## config.mk

```make
export PLATFORM = sky130hd
export DESIGN_NAME = uart_shadow_data_port
export DESIGN_NICKNAME = d
export VERILOG_FILES = /design/src/hdl/uart_byte_fifo.v /design/src/hdl/uart_tx_skid.v /design/src/hdl/uart_shadow_data_port.v
export VERILOG_INCLUDE_DIRS = /design/src /design/src/hdl
export SDC_FILE = /design/constraint.sdc
export NUM_CORES = 1
export LEC_CHECK = 0
export ABC_AREA = 1
export BUFFER_PORTS_ARGS = -buffer_cell sky130_fd_sc_hd__buf_2
export CAP_MARGIN = 0
export CELL_PAD_IN_SITES_DETAIL_PLACEMENT = 0
export CELL_PAD_IN_SITES_GLOBAL_PLACEMENT = 1
export CORE_MARGIN = 2
export CORE_UTILIZATION = 53
export CTS_BUF_LIST = sky130_fd_sc_hd__clkbuf_4
export DETAILED_ROUTE_END_ITERATION = 7
export GPL_ROUTABILITY_DRIVEN = 0
export PLACE_DENSITY_LB_ADDON = 0.1
export SYNTH_ARGS = -nofsm -noshare
export SYNTH_HDL_FRONTEND = slang
export SYNTH_SLANG_ARGS = --single-unit
export TNS_END_PERCENT = 5
```

## constraint.sdc

```tcl
create_clock -name mclk -period 5.3 [get_ports mclk]
set_input_delay 0 -clock mclk [delete_from_list [all_inputs] [get_ports mclk]]
set_output_delay 0 -clock mclk [all_outputs]
set_load 0.05 [all_outputs]
```

## src/hdl/uart_shadow_defines.vh

```
// Address map, field positions, reset values and sizes of the UART shadow data port
`ifndef UART_SHADOW_DEFINES_VH
`define UART_SHADOW_DEFINES_VH

// Sixteen aliased shadow data words, first and last byte address
`define SHADOW_BASE 32'h50001030
`define SHADOW_LAST 32'h5000106C
// The alias word this block is documented under (index 3 of 16)
`define SHADOW_THIS 32'h5000103C
`define SHADOW_ALIASES 16

// Control and status words of this block
`define CTRL_ADDR 32'h50001100
`define STAT_ADDR 32'h50001104

// Control fields
`define CTRL_FIFO_EN_BIT 0
`define CTRL_IR_MODE_BIT 1
`define CTRL_WIDTH 2
`define CTRL_RESET 2'h0

// Status fields
`define STAT_READY_BIT 0
`define STAT_OVERRUN_BIT 1
`define STAT_TXEMPTY_BIT 5
`define STAT_RXFULL_BIT 6
`define STAT_TXFULL_BIT 7
`define STAT_RXLEVEL_LSB 8
`define STAT_TXLEVEL_LSB 16

// Data byte and FIFO sizes
`define DATA_WIDTH 8
`define DATA_RESET 8'h00
`define FIFO_DEPTH 16
`define FIFO_AW 4

// AHB transfer type bit that marks NONSEQ or SEQ
`define HTRANS_ACTIVE_BIT 1

`endif

```

## src/hdl/uart_byte_fifo.v

```verilog
// Synchronous byte FIFO with flush and fill level, used for receive and transmit
`timescale 1ns/1ps
module uart_byte_fifo #(
  parameter WIDTH = 8,
  parameter DEPTH = 16,
  parameter AW = 4
) (
  // Clock and reset
  input wire mclk,
  input wire rst,
  input wire flush,
  // Fill side
  input wire inValid,
  input wire [WIDTH-1:0] inData,
  output wire inReady,
  // Drain side
  output wire outValid,
  output wire [WIDTH-1:0] outData,
  input wire outReady,
  // Fill level
  output wire [AW:0] level
);
  localparam [AW:0] FULL_COUNT = DEPTH[AW:0];

  reg [WIDTH-1:0] mem [0:DEPTH-1];
  reg [AW-1:0] wrPtr_r;
  reg [AW-1:0] rdPtr_r;
  reg [AW:0] count_r;
  wire push;
  wire pop;

  // Full refuses, it never overwrites stored entries
  assign inReady = (count_r != FULL_COUNT);
  assign outValid = (count_r != {(AW+1){1'b0}});
  assign outData = mem[rdPtr_r];
  assign level = count_r;
  assign push = inValid & inReady;
  assign pop = outValid & outReady;

  // Storage array, no reset needed
  always @(posedge mclk)
  begin
    if (push)
      mem[wrPtr_r] <= inData;
  end

  // Pointers wrap naturally, depth is a power of two
  always @(posedge mclk or posedge rst)
  begin
    if (rst)
    begin
      wrPtr_r <= {AW{1'b0}};
      rdPtr_r <= {AW{1'b0}};
      count_r <= {(AW+1){1'b0}};
    end
    else if (flush)
    begin
      wrPtr_r <= {AW{1'b0}};
      rdPtr_r <= {AW{1'b0}};
      count_r <= {(AW+1){1'b0}};
    end
    else
    begin
      if (push)
        wrPtr_r <= wrPtr_r + {{(AW-1){1'b0}}, 1'b1};
      if (pop)
        rdPtr_r <= rdPtr_r + {{(AW-1){1'b0}}, 1'b1};
      if (push && !pop)
        count_r <= count_r + {{AW{1'b0}}, 1'b1};
      else if (pop && !push)
        count_r <= count_r - {{AW{1'b0}}, 1'b1};
    end
  end
endmodule // uart_byte_fifo

```

## src/hdl/uart_tx_skid.v

```verilog
// Two-entry buffer between the transmit store and the serial shifter
`timescale 1ns/1ps
module uart_tx_skid #(
  parameter WIDTH = 8
) (
  // Clock and reset
  input wire mclk,
  input wire rst,
  // Fill side
  input wire inValid,
  input wire [WIDTH-1:0] inData,
  output wire inReady,
  // Drain side
  output wire outValid,
  output wire [WIDTH-1:0] outData,
  input wire outReady
);
  reg [WIDTH-1:0] head_r;
  reg [WIDTH-1:0] spare_r;
  reg headValid_r;
  reg spareValid_r;
  wire pushIn;
  wire popOut;

  // Ready comes from a flop, so no path from the shifter back to the source
  assign inReady = ~spareValid_r;
  assign outValid = headValid_r;
  assign outData = head_r;
  assign pushIn = inValid & ~spareValid_r;
  assign popOut = headValid_r & outReady;

  // Head drains first, spare catches a word taken during a stall
  always @(posedge mclk or posedge rst)
  begin
    if (rst)
    begin
      head_r <= {WIDTH{1'b0}};
      spare_r <= {WIDTH{1'b0}};
      headValid_r <= 1'b0;
      spareValid_r <= 1'b0;
    end
    else if (popOut)
    begin
      if (spareValid_r)
      begin
        head_r <= spare_r;
        spareValid_r <= 1'b0;
      end
      else if (pushIn)
        head_r <= inData;
      else
        headValid_r <= 1'b0;
    end
    else if (pushIn)
    begin
      if (!headValid_r)
      begin
        head_r <= inData;
        headValid_r <= 1'b1;
      end
      else
      begin
        spare_r <= inData;
        spareValid_r <= 1'b1;
      end
    end
  end
endmodule // uart_tx_skid

```

## src/hdl/uart_shadow_data_port.v

```verilog
// UART shadow receive/transmit data location behind an AHB-Lite slave
`timescale 1ns/1ps
`include "uart_shadow_defines.vh"
module uart_shadow_data_port (
  // Clock and reset
  input wire mclk,
  input wire rst,
  // AHB-Lite slave
  input wire hsel,
  input wire [31:0] haddr,
  input wire [1:0] htrans,
  input wire hwrite,
  input wire [2:0] hsize,
  input wire [31:0] hwdata,
  input wire hready,
  output wire hreadyout,
  output wire hresp,
  output reg [31:0] hrdata,
  // Received bytes from the UART and infrared deserialisers
  input wire rxUartValid,
  input wire [7:0] rxUartByte,
  input wire rxIrValid,
  input wire [7:0] rxIrByte,
  // Bytes to the serial shifter
  output wire txValid,
  output wire [7:0] txByte,
  input wire txReady,
  output wire txIrSel,
  // Line status signals
  output wire rxByteReadyFlag,
  output wire txHoldingEmptyFlag,
  output wire overrunFlag,
  output wire fifoEnable
);
  // Address phase decode
  wire addrPhase;
  wire wordAligned;
  wire hitShadow;
  wire hitCtrl;
  wire hitStat;
  wire rdShadow;
  wire rdCtrl;
  wire rdStat;
  wire wrShadowHit;
  wire wrCtrlHit;

  // Data phase write strobes
  reg wrShadow_r;
  reg wrCtrl_r;

  // Control register
  reg [`CTRL_WIDTH-1:0] ctrl_r;
  wire [`CTRL_WIDTH-1:0] ctrl_nxt;
  wire fifoEn;
  wire irMode;
  wire flush;

  // Receive path
  wire rxInValid;
  wire [7:0] rxInByte;
  wire rxPop;
  wire rxFifoInReady;
  wire rxFifoValid;
  wire [7:0] rxFifoByte;
  wire [`FIFO_AW:0] rxLevel;
  reg [7:0] rxHold_r;
  reg rxHoldValid_r;
  wire [7:0] headByte;
  reg overrun_r;
  wire overrunSet;
  wire overwriteLoss;
  wire fullLoss;

  // Transmit path
  wire [7:0] wrByte;
  wire txFifoInReady;
  wire txFifoValid;
  wire [7:0] txFifoByte;
  wire [`FIFO_AW:0] txLevel;
  reg [7:0] txHold_r;
  reg txHoldValid_r;
  wire srcValid;
  wire [7:0] srcByte;
  wire bufReady;
  wire txFifoEmpty;
  wire txHoldEmpty;

  // Read data for the next data phase
  reg [31:0] readWord;
  reg [31:0] statWord;
  wire [2:0] readSel;
  wire rxFull;
  wire txFull;

  // One-hot read region codes, the address ranges never overlap
  localparam [2:0] SEL_SHADOW = 3'h4;
  localparam [2:0] SEL_CTRL = 3'h2;
  localparam [2:0] SEL_STAT = 3'h1;

  // Transfer size is not decoded, every access is taken as a whole word
  // Zero wait states and only OKAY answers
  assign hreadyout = 1'b1;
  assign hresp = 1'b0;

  // A transfer is taken when selected, active and the bus is ready
  assign addrPhase = hsel & hready & htrans[`HTRANS_ACTIVE_BIT];
  assign wordAligned = (haddr[1:0] == 2'h0);
  // Any of the sixteen alias words hits the same data
  assign hitShadow = wordAligned && (haddr >= `SHADOW_BASE) && (haddr <= `SHADOW_LAST);
  assign hitCtrl = (haddr == `CTRL_ADDR);
  assign hitStat = (haddr == `STAT_ADDR);
  assign rdShadow = addrPhase & ~hwrite & hitShadow;
  assign rdCtrl = addrPhase & ~hwrite & hitCtrl;
  assign rdStat = addrPhase & ~hwrite & hitStat;
  assign wrShadowHit = addrPhase & hwrite & hitShadow;
  assign wrCtrlHit = addrPhase & hwrite & hitCtrl;

  // Write data only arrives in the data phase, so the decode is held a cycle
  always @(posedge mclk or posedge rst)
  begin
    if (rst)
    begin
      wrShadow_r <= 1'b0;
      wrCtrl_r <= 1'b0;
    end
    else
    begin
      wrShadow_r <= wrShadowHit;
      wrCtrl_r <= wrCtrlHit;
    end
  end

  // Control word, forwarded so a read right after a write sees the new value
  assign ctrl_nxt = wrCtrl_r ? hwdata[`CTRL_WIDTH-1:0] : ctrl_r;

  always @(posedge mclk or posedge rst)
  begin
    if (rst)
      ctrl_r <= `CTRL_RESET;
    else
      ctrl_r <= ctrl_nxt;
  end

  assign fifoEn = ctrl_r[`CTRL_FIFO_EN_BIT];
  assign irMode = ctrl_r[`CTRL_IR_MODE_BIT];
  // Switching FIFO mode empties both stores, mixing the two would reorder bytes
  assign flush = wrCtrl_r & (hwdata[`CTRL_FIFO_EN_BIT] != fifoEn);
  assign fifoEnable = fifoEn;
  assign txIrSel = irMode;

  // Receive source follows the mode
  assign rxInValid = irMode ? rxIrValid : rxUartValid;
  assign rxInByte = irMode ? rxIrByte : rxUartByte;

  // A read only pops when there is something to pop
  assign rxPop = rdShadow & rxByteReadyFlag;

  // Receive FIFO, refuses new bytes while full
  uart_byte_fifo #(
    .WIDTH(`DATA_WIDTH),
    .DEPTH(`FIFO_DEPTH),
    .AW(`FIFO_AW)
  ) rxFifo (
    .mclk(mclk),
    .rst(rst),
    .flush(flush),
    .inValid(fifoEn & rxInValid),
    .inData(rxInByte),
    .inReady(rxFifoInReady),
    .outValid(rxFifoValid),
    .outData(rxFifoByte),
    .outReady(fifoEn & rxPop),
    .level(rxLevel)
  );

  // Single receive buffer used with FIFOs off
  always @(posedge mclk or posedge rst)
  begin
    if (rst)
    begin
      rxHold_r <= `DATA_RESET;
      rxHoldValid_r <= 1'b0;
    end
    else if (flush)
      rxHoldValid_r <= 1'b0;
    else if (!fifoEn)
    begin
      if (rxInValid)
      begin
        rxHold_r <= rxInByte;
        rxHoldValid_r <= 1'b1;
      end
      else if (rxPop)
        rxHoldValid_r <= 1'b0;
    end
  end

  // Byte ready: buffer full or FIFO not empty
  assign rxByteReadyFlag = fifoEn ? rxFifoValid : rxHoldValid_r;
  assign headByte = fifoEn ? rxFifoByte : rxHold_r;

  // Overrun on overwrite or on a drop at a full FIFO
  assign overwriteLoss = ~fifoEn & rxInValid & rxHoldValid_r & ~rxPop;
  assign fullLoss = fifoEn & rxInValid & ~rxFifoInReady;
  assign overrunSet = overwriteLoss | fullLoss;

  // Sticky, cleared by reading status; a new overrun in that cycle wins
  always @(posedge mclk or posedge rst)
  begin
    if (rst)
      overrun_r <= 1'b0;
    else
      overrun_r <= overrunSet | (overrun_r & ~rdStat);
  end

  assign overrunFlag = overrun_r;

  // Only the low byte of a write carries data
  assign wrByte = hwdata[7:0];

  // Transmit FIFO; a write that finds it full is simply lost
  uart_byte_fifo #(
    .WIDTH(`DATA_WIDTH),
    .DEPTH(`FIFO_DEPTH),
    .AW(`FIFO_AW)
  ) txFifo (
    .mclk(mclk),
    .rst(rst),
    .flush(flush),
    .inValid(fifoEn & wrShadow_r),
    .inData(wrByte),
    .inReady(txFifoInReady),
    .outValid(txFifoValid),
    .outData(txFifoByte),
    .outReady(fifoEn & bufReady),
    .level(txLevel)
  );

  // Single holding byte used with FIFOs off; a new write replaces it
  always @(posedge mclk or posedge rst)
  begin
    if (rst)
    begin
      txHold_r <= `DATA_RESET;
      txHoldValid_r <= 1'b0;
    end
    else if (flush)
      txHoldValid_r <= 1'b0;
    else if (!fifoEn)
    begin
      if (wrShadow_r)
      begin
        txHold_r <= wrByte;
        txHoldValid_r <= 1'b1;
      end
      else if (bufReady)
        txHoldValid_r <= 1'b0;
    end
  end

  // Empty per store; in FIFO mode the skid entries do not count
  assign txFifoEmpty = ~txFifoValid;
  assign txHoldEmpty = ~txHoldValid_r;

  // Software is expected to write only while this is set
  assign txHoldingEmptyFlag = fifoEn ? txFifoEmpty : txHoldEmpty;

  // Whichever store is active feeds the shifter buffer
  assign srcValid = fifoEn ? txFifoValid : txHoldValid_r;
  assign srcByte = fifoEn ? txFifoByte : txHold_r;

  // Two entries absorb a shifter stall without losing a byte
  uart_tx_skid #(
    .WIDTH(`DATA_WIDTH)
  ) txBuf (
    .mclk(mclk),
    .rst(rst),
    .inValid(srcValid),
    .inData(srcByte),
    .inReady(bufReady),
    .outValid(txValid),
    .outData(txByte),
    .outReady(txReady)
  );

  // Full only has a meaning while the FIFOs are on
  assign rxFull = fifoEn & ~rxFifoInReady;
  assign txFull = fifoEn & ~txFifoInReady;

  // Status word; flags lag a write still in its data phase by one cycle
  always @*
  begin
    statWord = 32'h00000000;
    statWord[`STAT_READY_BIT] = rxByteReadyFlag;
    statWord[`STAT_OVERRUN_BIT] = overrun_r;
    statWord[`STAT_TXEMPTY_BIT] = txHoldingEmptyFlag;
    statWord[`STAT_RXFULL_BIT] = rxFull;
    statWord[`STAT_TXFULL_BIT] = txFull;
    statWord[`STAT_RXLEVEL_LSB+`FIFO_AW:`STAT_RXLEVEL_LSB] = rxLevel;
    statWord[`STAT_TXLEVEL_LSB+`FIFO_AW:`STAT_TXLEVEL_LSB] = txLevel;
  end

  // Regions are exclusive, so the select is one-hot or zero
  assign readSel = {hitShadow, hitCtrl, hitStat};

  // Read mux; unmapped addresses read as zero
  always @*
  begin
    readWord = 32'h00000000;
    case (readSel)
      SEL_SHADOW:
        readWord[7:0] = headByte;
      SEL_CTRL:
        readWord[`CTRL_WIDTH-1:0] = ctrl_nxt;
      SEL_STAT:
        readWord = statWord;
      default:
        readWord = 32'h00000000;
    endcase
  end

  // Read data registered at the address phase, valid through the data phase
  always @(posedge mclk or posedge rst)
  begin
    if (rst)
      hrdata <= 32'h00000000;
    else if (addrPhase && !hwrite)
      hrdata <= readWord;
  end
endmodule // uart_shadow_data_port

```

# ---- After elaboration in Yosys (flattened, before gate mapping)
# Memory sizes are Yosys's and may differ from the RTL's.
# Cells that the tools add are included.
dict set report totals {
  latchBits 0
  n_memories 2
  register_bits 99
  wordCells 166
  in_bits 93
  mem_bits_ro 0
  out_inout_bits 48
  ramBits 256
}
# name words width read_ports rd_clocked_by_memory_dff wr line
set mem_list {}
lappend mem_list {rxFifo.mem 16 8 1 0 1 uart_byte_fifo.v:25} ;# reg [WIDTH-1:0] mem [0:DEPTH-1];
lappend mem_list {txFifo.mem 16 8 1 0 1 uart_byte_fifo.v:25}
dict set report op_classes {
  n_eq_ne 13
  n_mux 49
  reduce_logical 33
  div_mod_pow 0
  n_mul 0
  magnitude_cmp 2
  shift 0
  n_addsub 8
  bitwise_logic 40
}
# operator count
set op_table {}
lappend op_table {{== test 32 x 31 -> 1 bit (second input constant)} 2}
lappend op_table {{2-to-1 mux 8 bit} 8}
lappend op_table {{greater-or-equal comparator 32 x 31 -> 1 bit (second input constant)} 1}
lappend op_table {{<= comparator 32 x 31 -> 1 bit (second input constant)} 1}
lappend op_table {{2-to-1 mux 4 bit} 8}
lappend op_table {{2-to-1 mux 5 bit} 6}
lappend op_table {{bitwise AND 1 bit} 27}
lappend op_table {{2-to-1 mux 1 bit} 23}
lappend op_table {{adder 4 x 1 -> 4 bit (second input constant)} 4}
lappend op_table {{AND reduction 3 bit} 5}
lappend op_table {{nonzero test 2 bit} 7}
lappend op_table {{2-to-1 mux 13 bit} 1}
lappend op_table {{case mux 6 bit (2 select lines)} 1}
lappend op_table {{inverter 1 bit} 11}
lappend op_table {{adder 5 x 1 -> 5 bit (second input constant)} 2}
lappend op_table {{inequality test 5 bit (second input constant)} 2}
lappend op_table {{nonzero test 5 bit} 2}
lappend op_table {{subtractor 5 x 1 -> 5 bit (second input constant)} 2}
lappend op_table {{nonzero test 3 bit} 3}
lappend op_table {{logical AND 1 bit} 7}
lappend op_table {{inequality test 2 bit (second input constant)} 3}
lappend op_table {{case mux 2 bit (3 select lines)} 1}
lappend op_table {{AND reduction 2 bit} 3}
lappend op_table {{logical NOT 1 bit} 5}
lappend op_table {{9 further kinds} 10}

# ---- Longest topological paths before layout
dict set report depth {
  ltp_word 11
  mapped_depth 17
  mapped_depth_nobuf 17
}

# ---- Hierarchy
# A second synthesis with hierarchy kept.
dict set report hier_totals {
  cells_unflattened 1462
  hier_area_um2 15458.6
}
# module seq_area_each_um2 cells_each instances area_per_inst_um2
set by_module_without_submodules {}
lappend by_module_without_submodules {{uart_byte_fifo (txFifo)} 4169.0 503 1 6032.0}
lappend by_module_without_submodules {{uart_byte_fifo (rxFifo)} 4169.0 498 1 5967.0}
lappend by_module_without_submodules {uart_shadow_data_port 1026.0 351 1 2551.2}
lappend by_module_without_submodules {uart_tx_skid 450.4 110 1 908.4}

# ---- Worst setup path after synthesis
# No wires, ideal clock.
dict set report synth_path {
  kind {register to register}
  start {reg ctrl_r[1]}
  end {reg rxFifo.count_r[4] (netlist: rxFifo.level[4])}
  setup_time_ns 0.117
  t_arrival_ns 2.382
  required_time_ns 5.183
  path_buffers 1
  path_stages_with_launch 16
  synth_period_minus_slack_ns 2.500
  slack_ns 2.800
  path_cell_list {dfrtp_1 buf_4 mux2i_4 nor2_2 nand2_2 inv_4 nand2_4 ha_1 a21oi_1 nand2_1 xor2_1 inv_1 nand2_1 nand2_1 nand3_1 nand2_1}
}
dict set report synth_between {
  elab_chain_len 6
  word_cells_on_any_way 9
  classes_between {3 x mux; 2 x bitwise; 4 x reduce/logical}
}
# item line
set synth_lines {}
lappend synth_lines {{from (decl)} uart_shadow_data_port.v:52} ;# reg [`CTRL_WIDTH-1:0] ctrl_r;
lappend synth_lines {{from (signal assigned)} uart_shadow_data_port.v:139} ;# ctrl_r <= `CTRL_RESET;
lappend synth_lines {{from (signal assigned)} uart_shadow_data_port.v:141} ;# ctrl_r <= ctrl_nxt;
lappend synth_lines {{2-to-1 mux 1 bit *} uart_shadow_data_port.v:152} ;# assign rxInValid = irMode ? rxIrValid : rxUartValid;
lappend synth_lines {{bitwise AND 1 bit *} uart_shadow_data_port.v:167} ;# .inValid(fifoEn & rxInValid),
lappend synth_lines {{bitwise AND 1 bit *} uart_byte_fifo.v:37} ;# assign push = inValid & inReady;
lappend synth_lines {{logical AND 1 bit or logical NOT 1 bit (tied branches)} {uart_byte_fifo.v:68, uart_byte_fifo.v:70}}
lappend synth_lines {{2-to-1 mux 5 bit or logical AND 1 bit (tied branches)} {uart_byte_fifo.v:68, uart_byte_fifo.v:70}}
lappend synth_lines {{2-to-1 mux 5 bit or nonzero test 3 bit (tied branches)} -}
lappend synth_lines {{to (signal assigned)} uart_byte_fifo.v:60} ;# count_r <= {(AW+1){1'b0}};
lappend synth_lines {{to (signal assigned)} uart_byte_fifo.v:69} ;# count_r <= count_r + {{AW{1'b0}}, 1'b1};
lappend synth_lines {{to (signal assigned)} uart_byte_fifo.v:71} ;# count_r <= count_r - {{AW{1'b0}}, 1'b1};
lappend synth_lines {{to (decl)} uart_byte_fifo.v:28} ;# reg [AW:0] count_r;
# Every way passes the cells marked *; elsewhere a longest branch is shown, timed or not.
# A chain may end at the register's enable or synchronous reset.

# ---- Final worst setup path
dict set report layout_path {
  start {in haddr[26]}
  end {reg rxFifo.count_r[4] (netlist: rxFifo.level[4])}
}
dict set report layout_between {
  elab_chain_len 11
  word_cells_on_any_way 14
  classes_between {2 x order compare; 2 x mux; 4 x bitwise; 6 x reduce/logical}
}
# item line
set layout_lines {}
lappend layout_lines {{from (decl)} uart_shadow_data_port.v:10} ;# input wire [31:0] haddr,
lappend layout_lines {{greater-or-equal comparator 32 x 31 -> 1 bit (no source line)} -}
lappend layout_lines {{logical AND 1 bit} uart_shadow_data_port.v:109} ;# assign hitShadow = wordAligned && (haddr >= `SHADOW_BASE) && (haddr <= `SHADOW_LAST);
lappend layout_lines {{logical AND 1 bit *} uart_shadow_data_port.v:109}
lappend layout_lines {{bitwise AND 1 bit *} uart_shadow_data_port.v:112} ;# assign rdShadow = addrPhase & ~hwrite & hitShadow;
lappend layout_lines {{bitwise AND 1 bit *} uart_shadow_data_port.v:156} ;# assign rxPop = rdShadow & rxByteReadyFlag;
lappend layout_lines {{bitwise AND 1 bit *} uart_shadow_data_port.v:172} ;# .outReady(fifoEn & rxPop),
lappend layout_lines {{bitwise AND 1 bit *} uart_byte_fifo.v:38} ;# assign pop = outValid & outReady;
lappend layout_lines {{logical NOT 1 bit} uart_byte_fifo.v:68} ;# if (push && !pop)
lappend layout_lines {{logical AND 1 bit} uart_byte_fifo.v:68}
lappend layout_lines {{2-to-1 mux 5 bit} uart_byte_fifo.v:68}
lappend layout_lines {{2-to-1 mux 5 bit} uart_byte_fifo.v:56} ;# else if (flush)
# Marked as above.

==> results.json <==
{
  "portBuffers": 96,
  "synth_seq_area_share_pct": 64.3,
  "wl_per_cell_um": 17.7,
  "yosysTopAreaCell": "edfxtp_1",
  "grt.busiest_layer": "met2",
  "io_pins": 141,
  "cts_tree": "yes",
  "layout-drive-gt1-share_pct": 17.7,
  "synth_top_cell_area_share_pct": 50.3,
  "drt_iter0_markers": 738,
  "worstHoldStart": "haddr[13]",
  "reg2reg_from": "ctrl_r[1]",
  "die_w_um": 174,
  "cts_buffers": 86,
  "setup_tns_ns": 0,
  "final_core_util_pct": 61.3,
  "path_max_fanout": 8,
  "clk_latency_ns": 0.73,
  "maxCapViolCount": 0,
  "ys.flop_type": "edfxtp_1",
  "finalSetupViolations": 0,
  "worst_slew_pin_slew_ns": 1.15,
  "dp_cells": 1871,
  "grt_pass1_vias": 10800,
  "via_per_inst": 5.25,
  "final_area_mm2": 0.0175,
  "grt_use_total_pct": 24.8,
  "drt-pass1-iter-count": 8,
  "min_path_type": "in2reg",
  "drc": 0,
  "yosysMostFrequentCell": "nand2_1",
  "routed_wl_um": 36600,
  "dp_slack_ns": 2.63,
  "global_route.usage.met2_pct": 42.8,
  "worstSetupStartpointType": "primary input",
  "cts_setup_buffers": 0,
  "r2r_cells": 15,
  "slew_headroom_pct": 23.1,
  "synth.distinct_cells": 52,
  "antenna_found_initial": 1,
  "fin_crit_ns": 3.64,
  "rsz0062_at_grt": "false",
  "coreArea_mm2": 0.0285,
  "grtUsageMet1_pct": 31.5,
  "fmax_mhz": 275,
  "cts.sinks": 341,
  "r2r-end": "rxFifo.level[4]",
  "yosysWarnings": 0,
  "ys_ff_latch": 341,
  "ant_nets": 0,
  "htree_levels": 3,
  "area_growth_pct": 14.6,
  "die_area_mm2": 0.0302,
  "final_cell_count_no_fill": 2072,
  "postSynthCellCount": 1445,
  "grt_max_degree": 68,
  "row_count": 62,
  "ir_worst_vdd_mv": 0.219,
  "initial_utilization_pct": 53.5,
  "fin_skew_ns": 0.0633,
  "synth_common_cells": "371 x nand2_1, 256 x edfxtp_1, 148 x nor2_1",
  "hold_viol_final": 0,
  "worstSetupPathType": "in2reg",
  "p_leak_nw": 7.24,
  "synthArstFlopShare_pct": 24.9,
  "cp-end-kind": "flip-flop",
  "avgSynthCellArea_um2": 10.6,
  "timing.final.ws_setup_ns": 1.66,
  "cts_max_path_buffers": 3,
  "cts.reportedPaths.clkPinSlew_ns": 0.05,
  "synth_edf_count": 256,
  "die_h_um": 174,
  "layout.nets": 1729,
  "grt_pass1_wl_um": 58000,
  "synthesis.area_mm2": 0.0153,
  "cp.required_ns": 5.86,
  "hold-path-cell-count": 10,
  "arrival_ns": 4.19,
  "place_area_mm2": 0.0159,
  "reg2reg_slack_ns": 2.17,
  "grt_util_met3_pct": 4.19,
  "maxSlewViolCount": 0,
  "fin_crit_sh_pct": 68.7,
  "dp_hpwl_um": 22900,
  "cts-resized-gates": 0,
  "status": "finished clean",
  "power_density_mw_per_mm2": 320,
  "grt-ovfl-total": 0,
  "hold-path-endpoint": "hrdata[2]",
  "synthTopCellsByArea": "edfxtp_1 50%, dfrtp_1 14%, nand2_1 9.1%",
  "vias": 10900,
  "root_buffer": "clkbuf_4"
}
## state kept, by name (all words and copies together), names as in the netlist
signal              count
rxFifo.mem            128
txFifo.mem            128
hrdata                 18
rxHold_r                8
txBuf.outData           8
txBuf.spare_r           8
txHold_r                8
rxFifo.level            5
txFifo.level            5
rxFifo.rdPtr_r          4
rxFifo.wrPtr_r          4
txFifo.rdPtr_r          4
txFifo.wrPtr_r          4
ctrl_r                  2
overrunFlag             1
rxHoldValid_r           1
txBuf.outValid          1
txBuf.spareValid_r      1
txHoldValid_r           1
wrCtrl_r                1
wrShadow_r              1
## power breakdown
| group | switching (mW) | internal, mW | total [mW] |
|---|---|---|---|
| Combinational | 0.262 | 0.103 | 0.365 |
| Clock | 1.05 | 1.26 | 2.31 |
| Sequential | 0.0185 | 2.90 | 2.92 |
## logic make-up after synthesis
logic type / synth area share, %
and+or+nand+nor: 20.1
DFF: 64.3
AOI/OAI and AO/OA: 8.02
buffers and inverters: 4.76
adders and majority gates: 1.66
xor gates and xnor gates: 0.459
muxes: 0.664
other: 0.0492
## metal layers
layer / share of wire [%] / vias up
met1: 42 / 5149
met3: 4.6 / 79
met4: 2.9 / 0
li1: - / 5362
met5: 0 / -
met2: 51 / 294
## layout by cell type (no fill, tap or decap), drive strengths merged, types with 16 or more instances in the layout
cell type    Yosys  final
a21oi           61     61
buf             56    106
clkbuf          22    129
clkinv           4     27
conb             2     16
dfrtp           85     85
dlygate4sd3      0     42
edfxtp         256    256
ha              17     17
inv             69     70
nand2          380    380
nand3          130    130
nor2           158    158
o21ai           99     99
## how the worst max path moves through the flow
| stage | startpoint | endpoint | slack, ns | cells after the start |
|---|---|---|---|---|
| 2_1_floorplan | ctrl_r[1] | rxFifo.level[4] | 2.80 | 15 |
| 3_3_place_gp | txFifo.level[1] | txFifo.level[4] | 2.67 | 13 |
| 3_5_place_dp | txFifo.level[1] | txFifo.level[4] | 2.63 | 13 |
| 4_1_cts | haddr[26] | rxFifo.level[4] | 1.76 | 19 |
| 5_1_grt | haddr[26] | rxFifo.level[4] | 1.40 | 19 |
| 6_report | haddr[26] | rxFifo.level[4] | 1.66 | 19 |
## area by class of cell
| cell class | count | area, um2 |
|---|---|---|
| Fill cell | 2464 | 11000 |
| Sequential cell | 341 | 9820 |
| Multi-Input combinational cell | 967 | 4780 |
| Timing Repair Buffer | 148 | 976 |
| Clock buffer | 129 | 968 |
| Tap cell | 384 | 480 |
| Inverter | 73 | 280 |
| Clock inverter | 28 | 196 |
| Antenna cell | 2 | 5.00 |
## through the flow
stage	hold WS, ns	total power, mW
finish	0.0337	5.60
global route	0.0526	5.83
CTS	0.000462	5.65
detailed placement	0.104	3.32
global placement	0.0917	3.32
floorplan	0.0989	3.21
## worst max-delay path, cell delays in order
cell and delay, ns:
dlygate4sd3_1 0.54, buf_2 0.12, nor2_1 0.07, dlygate4sd3_1 0.56
nand4_2 0.09, dlygate4sd3_1 0.64, nor2_8 0.21, dlygate4sd3_1 0.71
nand4_4 0.15, nand2_4 0.15, ha_1 0.28, a21oi_1 0.15
nand2_1 0.07, xor2_1 0.17, inv_1 0.06, nand2_1 0.06
nand2_1 0.05, nand3_1 0.06, nand2_1 0.05
## repair_timing
action                     4_1_cts  5_1_grt
hold endpoints to repair       222        0
setup endpoints to repair        0        0
hold buffers                    42        0
(Power assumes the default switching activity.)
